===== src/hw/trca_pkg.sv =====
package trca_pkg;
  localparam int          TRCA_TRACKS        = 9;
  localparam int          TRCA_CLK_HZ        = 10_000_000;
  // tape speed in inches per second, a plain default
  localparam int          TRCA_TAPE_IPS      = 45;
  localparam int          TRCA_BPI_HI        = 800;
  localparam int          TRCA_BPI_LO        = 556;
  localparam int          TRCA_PEAK_DELAY_NS = 400;
  localparam int          TRCA_STROBE_US     = 1;
  localparam int          TRCA_STROBE_CYC    =
    (TRCA_STROBE_US * TRCA_CLK_HZ + 999_999) / 1_000_000;
  localparam int          TRCA_PEAK_DLY_CYC  =
    (TRCA_PEAK_DELAY_NS * (TRCA_CLK_HZ / 1_000_000) + 999) / 1000;
  // half a character period in cycles: clk / (2 * ips * bpi), rounded down
  localparam int          TRCA_WIN_HI_CYC    = TRCA_CLK_HZ / (2 * TRCA_TAPE_IPS * TRCA_BPI_HI);
  localparam int          TRCA_WIN_LO_CYC    = TRCA_CLK_HZ / (2 * TRCA_TAPE_IPS * TRCA_BPI_LO);
  localparam int          TRCA_CNT_W         = 12;
  localparam int          TRCA_FIFO_DEPTH    = 4;
  // threshold codes in tenths of a volt, for the dac
  localparam logic [4:0]  TRCA_THR_NORMAL    = 5'h0c;
  localparam logic [4:0]  TRCA_THR_LOWCLIP   = 5'h07;
  localparam logic [4:0]  TRCA_THR_WRITE     = 5'h14;
  localparam logic [1:0]  TRCA_SEL_NORMAL    = 2'h0;
  localparam logic [1:0]  TRCA_SEL_LOWCLIP   = 2'h1;
  localparam logic [1:0]  TRCA_SEL_WRITE     = 2'h2;
  typedef enum logic [1:0] {
    TRCA_IDLE   = 2'b00,
    TRCA_WINDOW = 2'b01,
    TRCA_STROBE = 2'b10
  } trca_state_e;
endpackage


===== src/hw/trca_fifo.sv =====
`timescale 1ns/100ps
`default_nettype none
module trca_fifo #(
  parameter int WIDTH = 9,
  parameter int DEPTH = 4
) (
  input  wire logic             clk,      // clock
  input  wire logic             srst,     // sync reset
  input  wire logic             in_valid, // write request
  output logic                  in_ready, // room left
  input  wire logic [WIDTH-1:0] in_data,  // write word
  output logic                  out_valid,// word waiting
  input  wire logic             out_ready,// reader takes
  output logic      [WIDTH-1:0] out_data  // head word
);
  localparam int AW = $clog2(DEPTH);
  logic [WIDTH-1:0] mem [DEPTH];
  logic [AW-1:0]    wr_ptr;
  logic [AW-1:0]    rd_ptr;
  logic [AW:0]      count;
  wire              do_wr = in_valid && in_ready;
  wire              do_rd = out_valid && out_ready;
  assign in_ready  = (count != (AW+1)'(DEPTH));
  assign out_valid = (count != '0);
  assign out_data  = mem[rd_ptr];
  always_ff @(posedge clk) begin
    if (do_wr) begin
      mem[wr_ptr] <= in_data;
    end
  end
  always_ff @(posedge clk) begin
    if (srst) begin
      wr_ptr <= '0;
      rd_ptr <= '0;
      count  <= '0;
    end else begin
      if (do_wr) begin
        wr_ptr <= (wr_ptr == AW'(DEPTH-1)) ? '0 : wr_ptr + 1'b1;
      end
      if (do_rd) begin
        rd_ptr <= (rd_ptr == AW'(DEPTH-1)) ? '0 : rd_ptr + 1'b1;
      end
      count <= count + (AW+1)'(do_wr) - (AW+1)'(do_rd);
    end
  end
endmodule
`default_nettype wire


===== src/hw/trca_top.sv =====
`timescale 1ns/100ps
`default_nettype none
// What this block does
// - writing always selects the high verify threshold for peak detection
// - reading uses normal or low-clip threshold chosen by operator switch
// - a track detects a 1 only with delayed peak and amplitude over threshold
// - peak indication stays true until the track's next data pulse
// - detected 1 sets its track cell; cell stays set until register clear
// - all nine register cells drive the read data lines continuously
// - first 1 of a character starts half-character window; not restarted
// - window expiry gives one strobe pulse of one microsecond
// - strobe trailing edge clears every register cell
// - erase head energized during every write and erase operation while no write lock is set
// - write lock disables erase head regardless of requests
// - missing write ring asserts write lock and unpowers write drivers
module trca_top
  import trca_pkg::*;
#(
  parameter int TRACKS    = TRCA_TRACKS,
  parameter int FIFO_DEPTH = TRCA_FIFO_DEPTH
) (
  input  wire logic              clk,          // 10 mhz logic clock
  input  wire logic              srst,         // sync reset, active high
  input  wire logic [TRACKS-1:0] pulse_in,     // per-track data pulse start
  input  wire logic [TRACKS-1:0] peak_in,      // per-track undelayed peak
  input  wire logic [TRACKS-1:0] above_thr,    // per-track amplitude over threshold
  input  wire logic              writing,      // write operation active
  input  wire logic              erasing,      // erase operation active
  input  wire logic              reading,      // read or space active
  input  wire logic              low_clip_sw,  // operator low-clip switch
  input  wire logic              density_lo,   // 1 selects low density
  input  wire logic              ring_absent,  // no write-enable ring sensed
  output logic      [4:0]        thr_code,     // threshold dac code
  output logic      [1:0]        thr_sel,      // selected threshold
  output logic      [TRACKS-1:0] rd_data,      // read data lines, parity at msb
  output logic                   rd_strobe,    // one microsecond data strobe
  output logic                   erase_on,     // erase head drive
  output logic                   write_locked, // write lock to controller
  output logic                   write_pwr,    // write driver power enable
  output logic                   char_valid,   // assembled character waiting
  input  wire logic              char_ready,   // consumer takes character
  output logic      [TRACKS-1:0] char_data     // assembled character
);
  // pin synchronisers
  logic [TRACKS-1:0] pulse_s1, pulse_s2, pulse_s3;
  logic [TRACKS-1:0] peak_s1, peak_s2;
  logic [TRACKS-1:0] thr_s1, thr_s2;
  logic [5:0]        ctl_s1, ctl_s2;
  always_ff @(posedge clk) begin
    pulse_s1 <= pulse_in;
    pulse_s2 <= pulse_s1;
    pulse_s3 <= pulse_s2;
    peak_s1  <= peak_in;
    peak_s2  <= peak_s1;
    thr_s1   <= above_thr;
    thr_s2   <= thr_s1;
    ctl_s1   <= {writing, erasing, reading, low_clip_sw, density_lo, ring_absent};
    ctl_s2   <= ctl_s1;
  end
  wire w_wr   = ctl_s2[5];
  wire w_er   = ctl_s2[4];
  wire w_rd   = ctl_s2[3];
  wire w_low  = ctl_s2[2];
  wire w_dlo  = ctl_s2[1];
  wire w_lock = ctl_s2[0];
  wire [TRACKS-1:0] pulse_rise = pulse_s2 & ~pulse_s3;

  // threshold selection
  wire [1:0] next_thr_sel = w_wr ? TRCA_SEL_WRITE
                          : (w_low ? TRCA_SEL_LOWCLIP : TRCA_SEL_NORMAL);
  wire [4:0] next_thr_code = (next_thr_sel == TRCA_SEL_WRITE)   ? TRCA_THR_WRITE
                           : (next_thr_sel == TRCA_SEL_LOWCLIP) ? TRCA_THR_LOWCLIP
                           : TRCA_THR_NORMAL;
  always_ff @(posedge clk) begin
    if (srst) begin
      thr_sel  <= TRCA_SEL_NORMAL;
      thr_code <= TRCA_THR_NORMAL;
    end else begin
      thr_sel  <= next_thr_sel;
      thr_code <= next_thr_code;
    end
  end

  // delayed peak per track: delay line then hold until next pulse
  localparam int PD = TRCA_PEAK_DLY_CYC;
  logic [TRACKS-1:0] peak_dly [PD];
  logic [TRACKS-1:0] peak_hold;
  logic [TRACKS-1:0] cell_done;
  always_ff @(posedge clk) begin
    peak_dly[0] <= peak_s2;
    for (int i = 1; i < PD; i++) begin
      peak_dly[i] <= peak_dly[i-1];
    end
  end
  wire [TRACKS-1:0] peak_late = peak_dly[PD-1];
  always_ff @(posedge clk) begin
    if (srst) begin
      peak_hold <= '0;
    end else begin
      peak_hold <= (peak_hold | peak_late) & ~pulse_rise;
    end
  end
  wire [TRACKS-1:0] peak_ind = peak_hold | peak_late;
  // one detection per held peak
  wire [TRACKS-1:0] one_det  = peak_ind & thr_s2 & ~cell_done;
  wire              active   = w_rd | w_wr;

  // character assembly
  trca_state_e       state, next_state;
  logic [TRACKS-1:0] cells;
  logic [TRACKS-1:0] next_cells;
  logic [TRACKS-1:0] next_done;
  logic [TRCA_CNT_W-1:0] cnt, next_cnt;
  wire [TRCA_CNT_W-1:0] win_len = w_dlo ? TRCA_CNT_W'(TRCA_WIN_LO_CYC)
                                        : TRCA_CNT_W'(TRCA_WIN_HI_CYC);
  wire any_det   = active && (one_det != '0);
  wire strobe_end = (state == TRCA_STROBE) && (cnt == '0);
  wire fifo_in_ready;

  always_comb begin
    next_state = state;
    next_cnt   = cnt;
    next_cells = cells;
    next_done  = (cell_done | (active ? one_det : '0)) & ~pulse_rise;
    if (active) begin
      next_cells = cells | one_det;
    end
    unique case (state)
      TRCA_IDLE: begin
        if (any_det) begin
          next_state = TRCA_WINDOW;
          next_cnt   = win_len - 1'b1;
        end
      end
      TRCA_WINDOW: begin
        if (cnt == '0) begin
          next_state = TRCA_STROBE;
          next_cnt   = TRCA_CNT_W'(TRCA_STROBE_CYC - 1);
        end else begin
          next_cnt = cnt - 1'b1;
        end
      end
      TRCA_STROBE: begin
        if (cnt == '0) begin
          next_state = TRCA_IDLE;
          next_cells = '0;
        end else begin
          next_cnt = cnt - 1'b1;
        end
      end
      default: begin
        next_state = TRCA_IDLE;
        next_cnt   = '0;
      end
    endcase
  end
  always_ff @(posedge clk) begin
    if (srst) begin
      state     <= TRCA_IDLE;
      cnt       <= '0;
      cells     <= '0;
      cell_done <= '0;
    end else begin
      state     <= next_state;
      cnt       <= next_cnt;
      cells     <= next_cells;
      cell_done <= next_done;
    end
  end
  assign rd_data   = cells;
  assign rd_strobe = (state == TRCA_STROBE);

  // characters queued at strobe end; full fifo drops the character
  trca_fifo #(
    .WIDTH (TRACKS),
    .DEPTH (FIFO_DEPTH)
  ) u_fifo (
    .clk       (clk),
    .srst      (srst),
    .in_valid  (strobe_end),
    .in_ready  (fifo_in_ready),
    .in_data   (cells),
    .out_valid (char_valid),
    .out_ready (char_ready),
    .out_data  (char_data)
  );
  logic overrun;
  always_ff @(posedge clk) begin
    if (srst) begin
      overrun <= 1'b0;
    end else if (strobe_end && !fifo_in_ready) begin
      overrun <= 1'b1;
    end
  end

  // write protection and erase
  always_ff @(posedge clk) begin
    if (srst) begin
      erase_on     <= 1'b0;
      write_locked <= 1'b0;
      write_pwr    <= 1'b0;
    end else begin
      erase_on     <= (w_wr | w_er) & ~w_lock;
      write_locked <= w_lock;
      write_pwr    <= ~w_lock;
    end
  end
endmodule
`default_nettype wire


===== config.mk =====
export PLATFORM = sky130hd
export DESIGN_NAME = trca_top
export DESIGN_NICKNAME = d
export VERILOG_FILES = /design/src/hw/trca_pkg.sv /design/src/hw/trca_fifo.sv /design/src/hw/trca_top.sv
export SDC_FILE = /design/constraint.sdc
export NUM_CORES = 1
export LEC_CHECK = 0
export ABC_AREA = 1
export BUFFER_PORTS_ARGS = -buffer_cell sky130_fd_sc_hd__buf_2
export CAP_MARGIN = 20
export CORE_MARGIN = 2
export CORE_UTILIZATION = 35
export DETAILED_ROUTE_END_ITERATION = 12
export GPL_ROUTABILITY_DRIVEN = 0
export PLACE_DENSITY = 0.54
export SKIP_CTS_REPAIR_TIMING = 1
export SYNTH_ARGS = -nofsm -noshare
export SYNTH_HDL_FRONTEND = slang
export SYNTH_HIERARCHICAL = 1
export SYNTH_SLANG_ARGS = --single-unit

===== constraint.sdc =====
create_clock -name clk -period 2.6 [get_ports clk]
set_input_delay 0.13 -clock clk [delete_from_list [all_inputs] [get_ports clk]]
set_output_delay 0.13 -clock clk [all_outputs]
set_load 0.005 [all_outputs]

* Yosys cells after proc, flatten, opt, wreduce, memory -nomap -nowiden
Memory sizes are Yosys's and may differ from the RTL's. A register that Yosys moved wholly into a read port is not among the register bits.
Cells that the tools add are included.
** Operators by class
- $add $sub $neg :: 6
- Equal/unequal tests :: 11
- Multiplexer cells :: 23
- Bitwise logic cells :: 15
- Reduce and logical (&&, ||, !) cells :: 11
** Operators with widths (number)
- bitwise AND 9 bit :: 5
- 2-to-1 mux 12 bit :: 3
- 2-to-1 mux 9 bit :: 4
- case mux 12 bit (3 select lines) :: 1
- NOT 9 bit :: 3
- OR 9 bit :: 3
- 2-to-1 mux 2 bit :: 8
- logical NOT 12 bit :: 1
- subtractor 12 x 1 -> 12 bit (second input constant) :: 1
- nonzero test 9 bit :: 1
- subtractor 8 x 1 -> 9 bit (second input constant) :: 1
- == test 2 bit (second input constant) :: 4
- 2-to-1 mux 7 bit :: 1
- != test 2 bit (second input constant) :: 3
- case mux 2 bit (3 select lines) :: 1
- 2-to-1 mux 5 bit :: 1
- adder 2 x 1 -> 2 bit (second input constant) :: 2
- == test 2 x 1 -> 1 bit (second input constant) :: 2
- logical AND 1 bit :: 4
- 2-to-1 mux 4 bit :: 1
- adder 3 x 1 -> 3 bit :: 1
- 2-to-1 mux 1 bit :: 3
- != test 3 bit (second input constant) :: 1
- AND reduction 3 bit :: 1
- 9 further kinds :: 10
** Storage, ports and cells
- Register bits after elaboration :: 133
- RAM bits :: 72
- Input bits :: 36
- Output and inout port bits :: 30
- Memories kept :: 2
** Memory list
- peak_dly :: depth 4, width 9, read ports 4, clocked after Yosys merged registers in 0, wr ports 4, line trca_top.sv:86 : logic [TRACKS-1:0] peak_dly [PD];
- u_fifo.mem :: depth 4, width 9, read ports 1, clocked after Yosys merged registers in 1, wr ports 1, line trca_fifo.sv:17 : logic [WIDTH-1:0] mem [DEPTH];

* Longest topological paths before layout
Gate-level depths: netlist of run 1.
An unclocked memory read counts as a cell.
- Word-level depth :: 8
- Mapped depth :: 17
- Mapped depth without buffers :: 16

* By module
Netlist of run 1, hierarchy kept.
** By module, submodules not included
- trca_top :: instances 1, cells an instance 458, area each 4613.2 um^2
- trca_fifo :: instances 1, cells an instance 153, area each 1853.0 um^2

* Worst setup path after synthesis of run 1
OpenSTA, ideal clock, no wires.
- Kind :: reg-to-reg
- From :: register cnt[0]
- To :: register u_fifo.count[2]
- Library setup time :: 115 ps
- Data arrival time :: 2371 ps
- Setup slack :: 114 ps
- Stages on the path, launching flop included :: 16
- Buffers on the path :: 1
- Period minus slack after synthesis :: 2486 ps
- Cells stage by stage :: dfxtp_1 inv_1 ha_1 nand3_1 nor2_4 nand3_4 buf_2 inv_1 nand2_1 ha_1 inv_1 ha_1 inv_1 fa_1 a21oi_1 nor2_1
** Between the ends
- Longest elaborated chain between the ends :: 5
** RTL lines
- from (decl) :: line trca_top.sv:113 : logic [TRCA_CNT_W-1:0] cnt, next_cnt;
- from (signal assigned) :: line trca_top.sv:165 : cnt <= next_cnt;
- logical NOT 12 bit :: line trca_top.sv:117 : wire strobe_end = (state == TRCA_STROBE) && (cnt == '0);
- logical AND 1 bit :: line trca_top.sv:117
- net strobe_end :: line trca_top.sv:117
- logical AND 1 bit :: line trca_fifo.sv:21 : wire do_wr = in_valid && in_ready;
- adder 3 x 1 -> 3 bit :: line trca_fifo.sv:43 : count <= count + (AW+1)'(do_wr) - (AW+1)'(do_rd);
- subtractor 3 x 1 -> 3 bit :: line trca_fifo.sv:43
- to (signal assigned) :: line trca_fifo.sv:43
- to (decl) :: line trca_fifo.sv:20 : logic [AW:0] count;
The timed path passes the listed nets, and every way through them passes these cells.
A chain may end at the register's enable or synchronous reset.

* Final worst setup path of run 1
Same ends and word-level chain as after synthesis.

==> results.ini, run 1 <==
[floorplanning]
num_rows=49
ioPinCount=66
die_y_um=139.9
die_x_um=139.9
coreArea_um2=18020
initial_utilization=0.3587
dieArea_um2=19580

[sta]
maxSlewHeadroom=0.4963
fin_crit_sh=0.9067
tns_ps=0
rsz0062_at_grt=no
hold_slack_ps=-15.14
finalClockSkew_ps=14.52
min_period_ps=2358
max_freq_ghz=0.4242
slew_viol_final=0
fin_ws_ps=242.5
hold_viol=4
worstMarginPinSlew_ps=754.6
finalSetupViolCount=0

[clock_network]
path_clk_slew_ps=60
h-tree-depth=1
clk-insertion-delay-late_ps=500
cts-root-buf=clkbuf_16
clock-sinks=205
cts_buffer_depth=3
tritoncts=done
cts-buffers-inserted=22

[grt]
antenna_found_initial=0
grt_first_pass_wirelength_um=18730
grt-ovfl-total=0
track_usage=0.1163
grt_max_degree=21
grt_pass1_vias=3910

[logic_synthesis]
synth_common_cells=dfxtp_1 (169), nand2_1 (76), inv_1 (75)
synth_edf_count=36
yosysMostFrequentCell=dfxtp_1
yosysWarnings=6
synthesis.nets=657
syn_inst=611
synthesis.area_um2=6466
syn_avg_cell_area_um2=10.58
ys_ff_latch=205
synth_area_leaders=dfxtp_1 (52%), edfxtp_1 (17%), nand2_1 (4.4%), inv_1 (4.4%), nor2_1 (4.3%)
async_flop_share=0
synth_top_area_share=0.5232
synth.largest_area_cell=dfxtp_1
ys.flop_type=dfxtp_1
seq_area_frac_synth=0.6904
netlist-cell-type-count=39

[routing]
drc=0
wl_um=11300
viasPerCell=4.278
first_pass_iters=6
vias=4145
ant_nets=0
drtIter0Drc=232
routedWlPerCell_um=11.66

[finish]
area_growth_pct=24.09
layout.nets=772
n_antenna_cell=0
drive_gt1_frac=0.1892
finalNonFillerCells=969

[critical_path]
cpMaxStageDelayCell=fa_1
worstSetupEndpointType=flip-flop
cp.arrival_ps=2790
r2r_cells=15
crit_chain=inv_2 > ha_1 > nand3_1 > nor2_4 > nand3_4 > inv_2 > nand2_2 > ha_1 > inv_1 > ha_1 > inv_1 > fa_1 > nand3_1 > nand2_1 > nor2_1
r2r_end=u_fifo/count[2]
startpoint_type=flip-flop
crit_top_cell=ha_1
r2r_slack_ps=240
crit_path_max_incr_delay_ps=390
r2r-start=cnt[0]
critPathKind=flip-flop to flip-flop
cp_data_required_time_ps=3030
cp_max_fo=5

[min_path]
hold_class=input port to flip-flop
hold_end=u_fifo/rd_ptr[0]
hold_depth=4
min_from=char_ready

[power_and_ir_drop]
finalPower_mw=7.714
pwr-share-seq=0.471
p_clk_frac=0.368
peakVddDrop_v=0.0004447
p_int_mw=5.601
p_switching_mw=2.113
combPwrFrac=0.161
p_per_area_nw_per_um2=961.4
leakage_nw=3.510
sw_frac_of_total=0.2740

[placement]
hpwl_um=7583
placed_cells=898
pre_cts_slack_ps=102.1
placement.io_buffers=64

[outcome]
violations=negative hold slack
outcome=complete, but fails checks

[flow_run]
max_cap_violations=0

final cells by class:
cell class	count	area (um2)
clock inverters	9	65.06
clock buffers	29	606.8
flip-flops and latches	205	4464
fillers	1741	10000
inverters	84	322.8
well taps	229	286.5
multi-input cells	310	1583
repair buffers	103	695.7
worst max path at each step:
stage | depth (start not counted) | slack [ps] | to | startpoint
6_report | 15 | 240 | u_fifo/count[2] | cnt[0]
5_1_grt | 15 | 8 | u_fifo/count[2] | cnt[0]
4_1_cts | 15 | 90 | u_fifo/count[2] | cnt[0]
3_5_place_dp | 15 | 100 | u_fifo/count[2] | cnt[0]
3_3_place_gp | 14 | 170 | u_fifo/count[2] | cnt[0]
2_1_floorplan | 15 | 110 | u_fifo/count[2] | cnt[0]
routing by layer:
metal / vias to the layer above / part of all wire / global-route usage
li1: 2175 / - / -
met1: 1878 / 0.46 / 0.1472
met2: 71 / 0.46 / 0.1949
met3: 21 / 0.047 / 0.02632
met4: 0 / 0.025 / 0.04368
met5: - / 0 / 0
flip-flops by register name, indices dropped and copies added, names as in the netlist, 2 cells and up, named ones only:
signal and cells:
u_fifo/wr_ptr 2, state 2, u_fifo/rd_ptr 2, pulse_s3 9
thr_code 3, thr_s1 9, ctl_s2 6, cnt 12
cell_done 9, ctl_s1 6, u_fifo/mem 36, pulse_s2 9
u_fifo/count 3, peak_s2 9, peak_hold 9, peak_dly 36
thr_s2 9, rd_data 9, pulse_s1 9, peak_s1 9
thr_sel 2
worst max-delay path, delay by kind of cell, from the launching register on:
family / cells / cell delay (ps)
flip-flops: 1 / 350
adder cells (fa/ha/maj): 4 / 990
buffers and inverters: 4 / 290
AND/OR/NAND/NOR: 7 / 660
power groups by stage:
| stage | clock network [mW] | registers (mW) | logic (mW) |
|---|---|---|---|
| after floorplan | 0 | 3.63 | 0.943 |
| after global placement | 0 | 3.70 | 1.17 |
| after detailed placement | 0 | 3.71 | 1.20 |
| after CTS | 2.93 | 3.64 | 1.21 |
| after global routing | 3.06 | 3.67 | 1.43 |
| final | 2.84 | 3.64 | 1.24 |
cell usage in the layout, fill, tap and decap left out, types with 5 or more instances in the layout:
| master | count |
|---|---|
| a21oi_1 | 38 |
| buf_2 | 64 |
| buf_4 | 6 |
| clkbuf_16 | 22 |
| clkinv_2 | 5 |
| dfxtp_1 | 169 |
| dlygate4sd3_1 | 33 |
| edfxtp_1 | 36 |
| ha_1 | 9 |
| inv_1 | 73 |
| inv_2 | 10 |
| nand2_1 | 75 |
| nand2_2 | 8 |
| nand3_1 | 34 |
| nor2_1 | 74 |
| o21ai_0 | 26 |
| o22ai_1 | 9 |
metrics by stage:
stage / cell area, um2 / util
floorplan: 6466 / -
global placement: 7019 / 0.3894
detailed placement: 7019 / 0.3894
CTS: 7691 / 0.4267
global route: 8024 / 0.4452
finish: 8024 / 0.4452
kinds of logic (layout without fill, tap and decap cells):
| family | after synthesis | in the layout | synth area share |
|---|---|---|---|
| other | 1 | 1 | 0.0005799 |
| XOR/XNOR | 5 | 5 | 0.006772 |
| AO/OA/AOI/OAI | 84 | 84 | 0.07024 |
| AND/OR/NAND/NOR | 210 | 210 | 0.1463 |
| buffers and inverters | 96 | 225 | 0.06521 |
| adder cells (fa/ha/maj) | 10 | 10 | 0.02051 |
| flip-flops | 205 | 205 | 0.6904 |
Note: power is estimated with default switching activity, not from simulation.
==> run 2: changes to the inputs <==
--- a/config.mk
+++ b/config.mk
@@ -9,10 +9,10 @@
 export BUFFER_PORTS_ARGS = -buffer_cell sky130_fd_sc_hd__buf_2
 export CAP_MARGIN = 20
 export CORE_MARGIN = 2
-export CORE_UTILIZATION = 35
+export CORE_UTILIZATION = 52
 export DETAILED_ROUTE_END_ITERATION = 12
 export GPL_ROUTABILITY_DRIVEN = 0
-export PLACE_DENSITY = 0.54
+export PLACE_DENSITY = 0.74
 export SKIP_CTS_REPAIR_TIMING = 1
 export SYNTH_ARGS = -nofsm -noshare
 export SYNTH_HDL_FRONTEND = slang
==> constraint.sdc (replaced) <==
create_clock -name clk -period 2.6 [get_ports clk]
set_input_delay 0.26 -clock clk [delete_from_list [all_inputs] [get_ports clk]]
set_output_delay 0.26 -clock clk [all_outputs]
set_load 0.005 [all_outputs]
==> results.ini, run 2 (synthesis results as in run 1) <==
[routing]
ant_nets=0
drc=0
viasPerCell=4.744
first_pass_iters=4
drtIter0Drc=199
vias=4312
wl_um=11410
routedWlPerCell_um=12.55

[floorplanning]
initial_utilization=0.5361
dieArea_um2=13340
coreArea_um2=12060
ioPinCount=66
num_rows=40
die_x_um=115.5
die_y_um=115.5

[critical_path]
r2r-start=cnt[0]
startpoint_type=flip-flop
critPathKind=flip-flop to flip-flop
cp_data_required_time_ps=2970
worstSetupEndpointType=flip-flop
r2r_slack_ps=180
r2r_cells=14
cp_max_fo=5
startpoint=cnt[0]
r2r_end=u_fifo/count[2]
cp.arrival_ps=2790

[grt]
track_usage=0.1670
grt_first_pass_wirelength_um=17910
antenna_found_initial=0
grt_max_degree=21
grt_pass1_vias=4081
grt-ovfl-total=0

[clock_network]
cts-root-buf=clkbuf_16
clock-sinks=205
h-tree-depth=1
tritoncts=done
cts_buffer_depth=3
cts-buffers-inserted=21
clk-insertion-delay-late_ps=480
path_clk_slew_ps=60

[sta]
min_period_ps=2415
rsz0062_at_grt=no
hold_viol=0
fin_crit_sh=0.9288
tns_ps=0
worstMarginPinSlew_ps=748.8
fin_ws_ps=185.0
finalSetupViolCount=0
maxSlewHeadroom=0.5001
max_freq_ghz=0.4141
slew_viol_final=0
finalClockSkew_ps=12.30

[placement]
pre_cts_slack_ps=10.75
placement.io_buffers=64
hpwl_um=7384

[power_and_ir_drop]
p_switching_mw=2.079
combPwrFrac=0.162
sw_frac_of_total=0.2677
leakage_nw=3.516
p_int_mw=5.685
p_per_area_nw_per_um2=974.7
pwr-share-seq=0.469
finalPower_mw=7.764
peakVddDrop_v=0.0007164
p_clk_frac=0.369

[finish]
layout.nets=772
drive_gt1_frac=0.1876
reg_top3=peak_dly: 36 flops, u_fifo/mem: 36 flops, cnt: 12 flops
n_antenna_cell=0
mostFrequentLayoutCell=dfxtp_1
final_core_util=0.6604
area_growth_pct=23.18
final_cell_mix=dfxtp_1 (169), nand2_1 (75), nor2_1 (74)

[min_path]
hold_class=input port to flip-flop
hold_depth=4
hold_end=u_fifo/rd_ptr[1]
min_from=char_ready

[flow_run]
max_cap_violations=0

[outcome]
outcome=complete, no violations

## run 2: worst max path at each step
stage / endpoint / slack (ps)
4_1_cts: u_fifo/count[2] / -20
6_report: u_fifo/count[2] / 180
2_1_floorplan: u_fifo/count[2] / 110
5_1_grt: u_fifo/count[2] / 4
3_3_place_gp: u_fifo/count[2] / 200
3_5_place_dp: u_fifo/count[2] / 10
## run 2: power by group through the flow
stage	Clock (mW)	Sequential (mW)	Combinational [mW]
final	2.86	3.64	1.26
after global routing	3.06	3.67	1.43
after floorplan	0	3.63	0.943
after CTS	2.92	3.64	1.21
after global placement	0	3.69	1.14
after detailed placement	0	3.71	1.20
## run 2: routing by layer
layer	track usage	up-vias	share of wire	routed length [um]
li1	-	2181	-	-
met1	0.1986	1994	0.42	4745
met2	0.2986	110	0.50	5713
met3	0.03138	27	0.054	618
met4	0.06667	0	0.029	329
met5	0	-	0	0
## run 2: cell type report
cell class	instances	area, um2
sequential	205	4464
fill	900	4096
multi-input combinational	310	1585
timing repair buffer	104	703.2
clock buffer	32	606.8
inverter	84	325.3
tap	168	210.2
clock inverter	6	70.07
## run 2: critical path: stages, from the launching register on
cell and delay, ps:
dfxtp_1 350, inv_2 100, ha_2 200, nand3_1 130, nor2_4 130, nand3_4 90, inv_4 90, nand2_2 80
ha_1 300, inv_1 60, ha_1 130, inv_1 50, fa_1 380, a21oi_1 140, nor2_1 60
## run 2: metrics by stage
stage / hold WS, ps / cells / area (um2)
finish: 130.9 / 909 / 7965
global route: 163.9 / 909 / 7965
CTS: -146.1 / 875 / 7620
detailed placement: 312.1 / 837 / 6943
global placement: 309.6 / 837 / 6943
floorplan: 287.7 / 611 / 6466
==> run 3: changes to the inputs <==
--- a/config.mk
+++ b/config.mk
@@ -6,13 +6,13 @@
 export NUM_CORES = 1
 export LEC_CHECK = 0
 export ABC_AREA = 1
-export BUFFER_PORTS_ARGS = -buffer_cell sky130_fd_sc_hd__buf_2
 export CAP_MARGIN = 20
 export CORE_MARGIN = 2
-export CORE_UTILIZATION = 52
+export CORE_UTILIZATION = 55
 export DETAILED_ROUTE_END_ITERATION = 12
+export DONT_BUFFER_PORTS = 1
 export GPL_ROUTABILITY_DRIVEN = 0
-export PLACE_DENSITY = 0.74
+export PLACE_DENSITY = 0.73
 export SKIP_CTS_REPAIR_TIMING = 1
 export SYNTH_ARGS = -nofsm -noshare
 export SYNTH_HDL_FRONTEND = slang
==> results.ini, run 3 (synthesis results as in run 1) <==
[clock_network]
h-tree-depth=1
path_clk_slew_ps=60
cts-buffers-inserted=20
tritoncts=done
cts-root-buf=clkbuf_16
cts_buffer_depth=3
clk-insertion-delay-late_ps=490
clock-sinks=205

[critical_path]
cp_data_required_time_ps=2960
startpoint_type=flip-flop
worstSetupEndpointType=flip-flop
r2r_cells=14
cp.arrival_ps=2720
r2r_slack_ps=240
critPathKind=flip-flop to flip-flop
r2r-start=cnt[0]
r2r_end=u_fifo/count[2]
cp_max_fo=5
startpoint=cnt[0]

[power_and_ir_drop]
p_int_mw=5.492
p_clk_frac=0.367
pwr-share-seq=0.483
combPwrFrac=0.150
leakage_nw=3.227
p_switching_mw=2.040
p_per_area_nw_per_um2=993.7
finalPower_mw=7.532
peakVddDrop_v=0.0006938
sw_frac_of_total=0.2709

[finish]
final_cell_mix=dfxtp_1 (169), nand2_1 (75), nor2_1 (74)
reg_top3=peak_dly: 36 flops, u_fifo/mem: 36 flops, cnt: 12 flops
finalNonFillerCells=817
area_growth_pct=17.22
n_antenna_cell=0
drive_gt1_frac=0.1098
final_core_util=0.6610
mostFrequentLayoutCell=dfxtp_1
layout.nets=706
fin_area_um2=7580

[min_path]
min_from=char_ready
hold_depth=3
hold_class=input port to flip-flop

[sta]
tns_ps=0
hold_slack_ps=-5.875
fin_ws_ps=236.3
maxSlewHeadroom=0.4670
max_freq_ghz=0.4231
hold_viol=3
slew_viol_final=0
rsz0062_at_grt=no
worstMarginPinSlew_ps=796.9
finalSetupViolCount=0
fin_crit_sh=0.9091
min_period_ps=2364
finalClockSkew_ps=23.86

[grt]
track_usage=0.1698
grt_pass1_vias=3923
grt_max_degree=22
antenna_found_initial=0
grt-ovfl-total=0
grt_first_pass_wirelength_um=17630

[flow_run]
max_cap_violations=0

[placement]
hpwl_um=7175
place_area_um2=6584
pre_cts_slack_ps=130.9
placed_cells=747
placement.io_buffers=0

[outcome]
violations=negative hold slack
outcome=complete, but fails checks

[routing]
vias=4024
ant_nets=0
drc=0
viasPerCell=4.925
wl_um=11320
routedWlPerCell_um=13.85
first_pass_iters=4
drtIter0Drc=240

[floorplanning]
coreArea_um2=11470
num_rows=39
die_y_um=112.4
dieArea_um2=12640
initial_utilization=0.5639
ioPinCount=66
die_x_um=112.4

-- run 3: cell types whose count changed in the layout (fill, tap and decap cells not counted), moves of 2 or more --
cell / before / now
buf_2: 64 / 0
buf_4: 7 / 5
clkbuf_1: 7 / 3
clkinv_2: 1 / 3
clkinvlp_4: 0 / 2
-- run 3: how the worst max path moves through the flow --
stage / end / slack, ps / depth (start not counted)
detailed placement: u_fifo/count[2] / 130 / 14
global placement: u_fifo/count[2] / 200 / 14
finish: u_fifo/count[2] / 240 / 14
floorplan: u_fifo/count[2] / 110 / 15
global route: u_fifo/count[2] / 5 / 15
CTS: u_fifo/count[2] / 110 / 14
-- run 3: power by group through the flow --
stage | clock network (mW) | registers [mW] | logic [mW]
after floorplan | 0 | 3.63 | 0.943
after global placement | 0 | 3.70 | 1.03
after detailed placement | 0 | 3.71 | 1.07
after CTS | 2.83 | 3.64 | 1.08
after global routing | 2.96 | 3.67 | 1.28
final | 2.76 | 3.64 | 1.13
-- run 3: routing by layer --
metal	vias to the layer above	track usage	part of all wire
met3	14	0.03618	0.054
met1	1866	0.2098	0.43
met5	-	0	0
li1	2044	-	-
met2	100	0.2996	0.50
met4	0	0.05285	0.013
-- run 3: worst max-delay path: stages (launching register included) --
cell and delay (ps):
dfxtp_1 350, inv_2 90, ha_1 180, nand3_1 130
nor2_4 150, nand3_4 80, inv_2 100, nand2_2 90
ha_1 300, inv_1 60, ha_1 120, inv_1 50
fa_1 370, a21oi_1 130, nor2_1 60
-- run 3: cell type report --
type / count / area, um2
timing repair buffer: 39 / 377.9
inverter: 84 / 322.8
sequential: 205 / 4464
clock inverter: 10 / 100.1
tap: 143 / 178.9
fill: 856 / 3887
clock buffer: 26 / 553.0
multi-input combinational: 310 / 1583
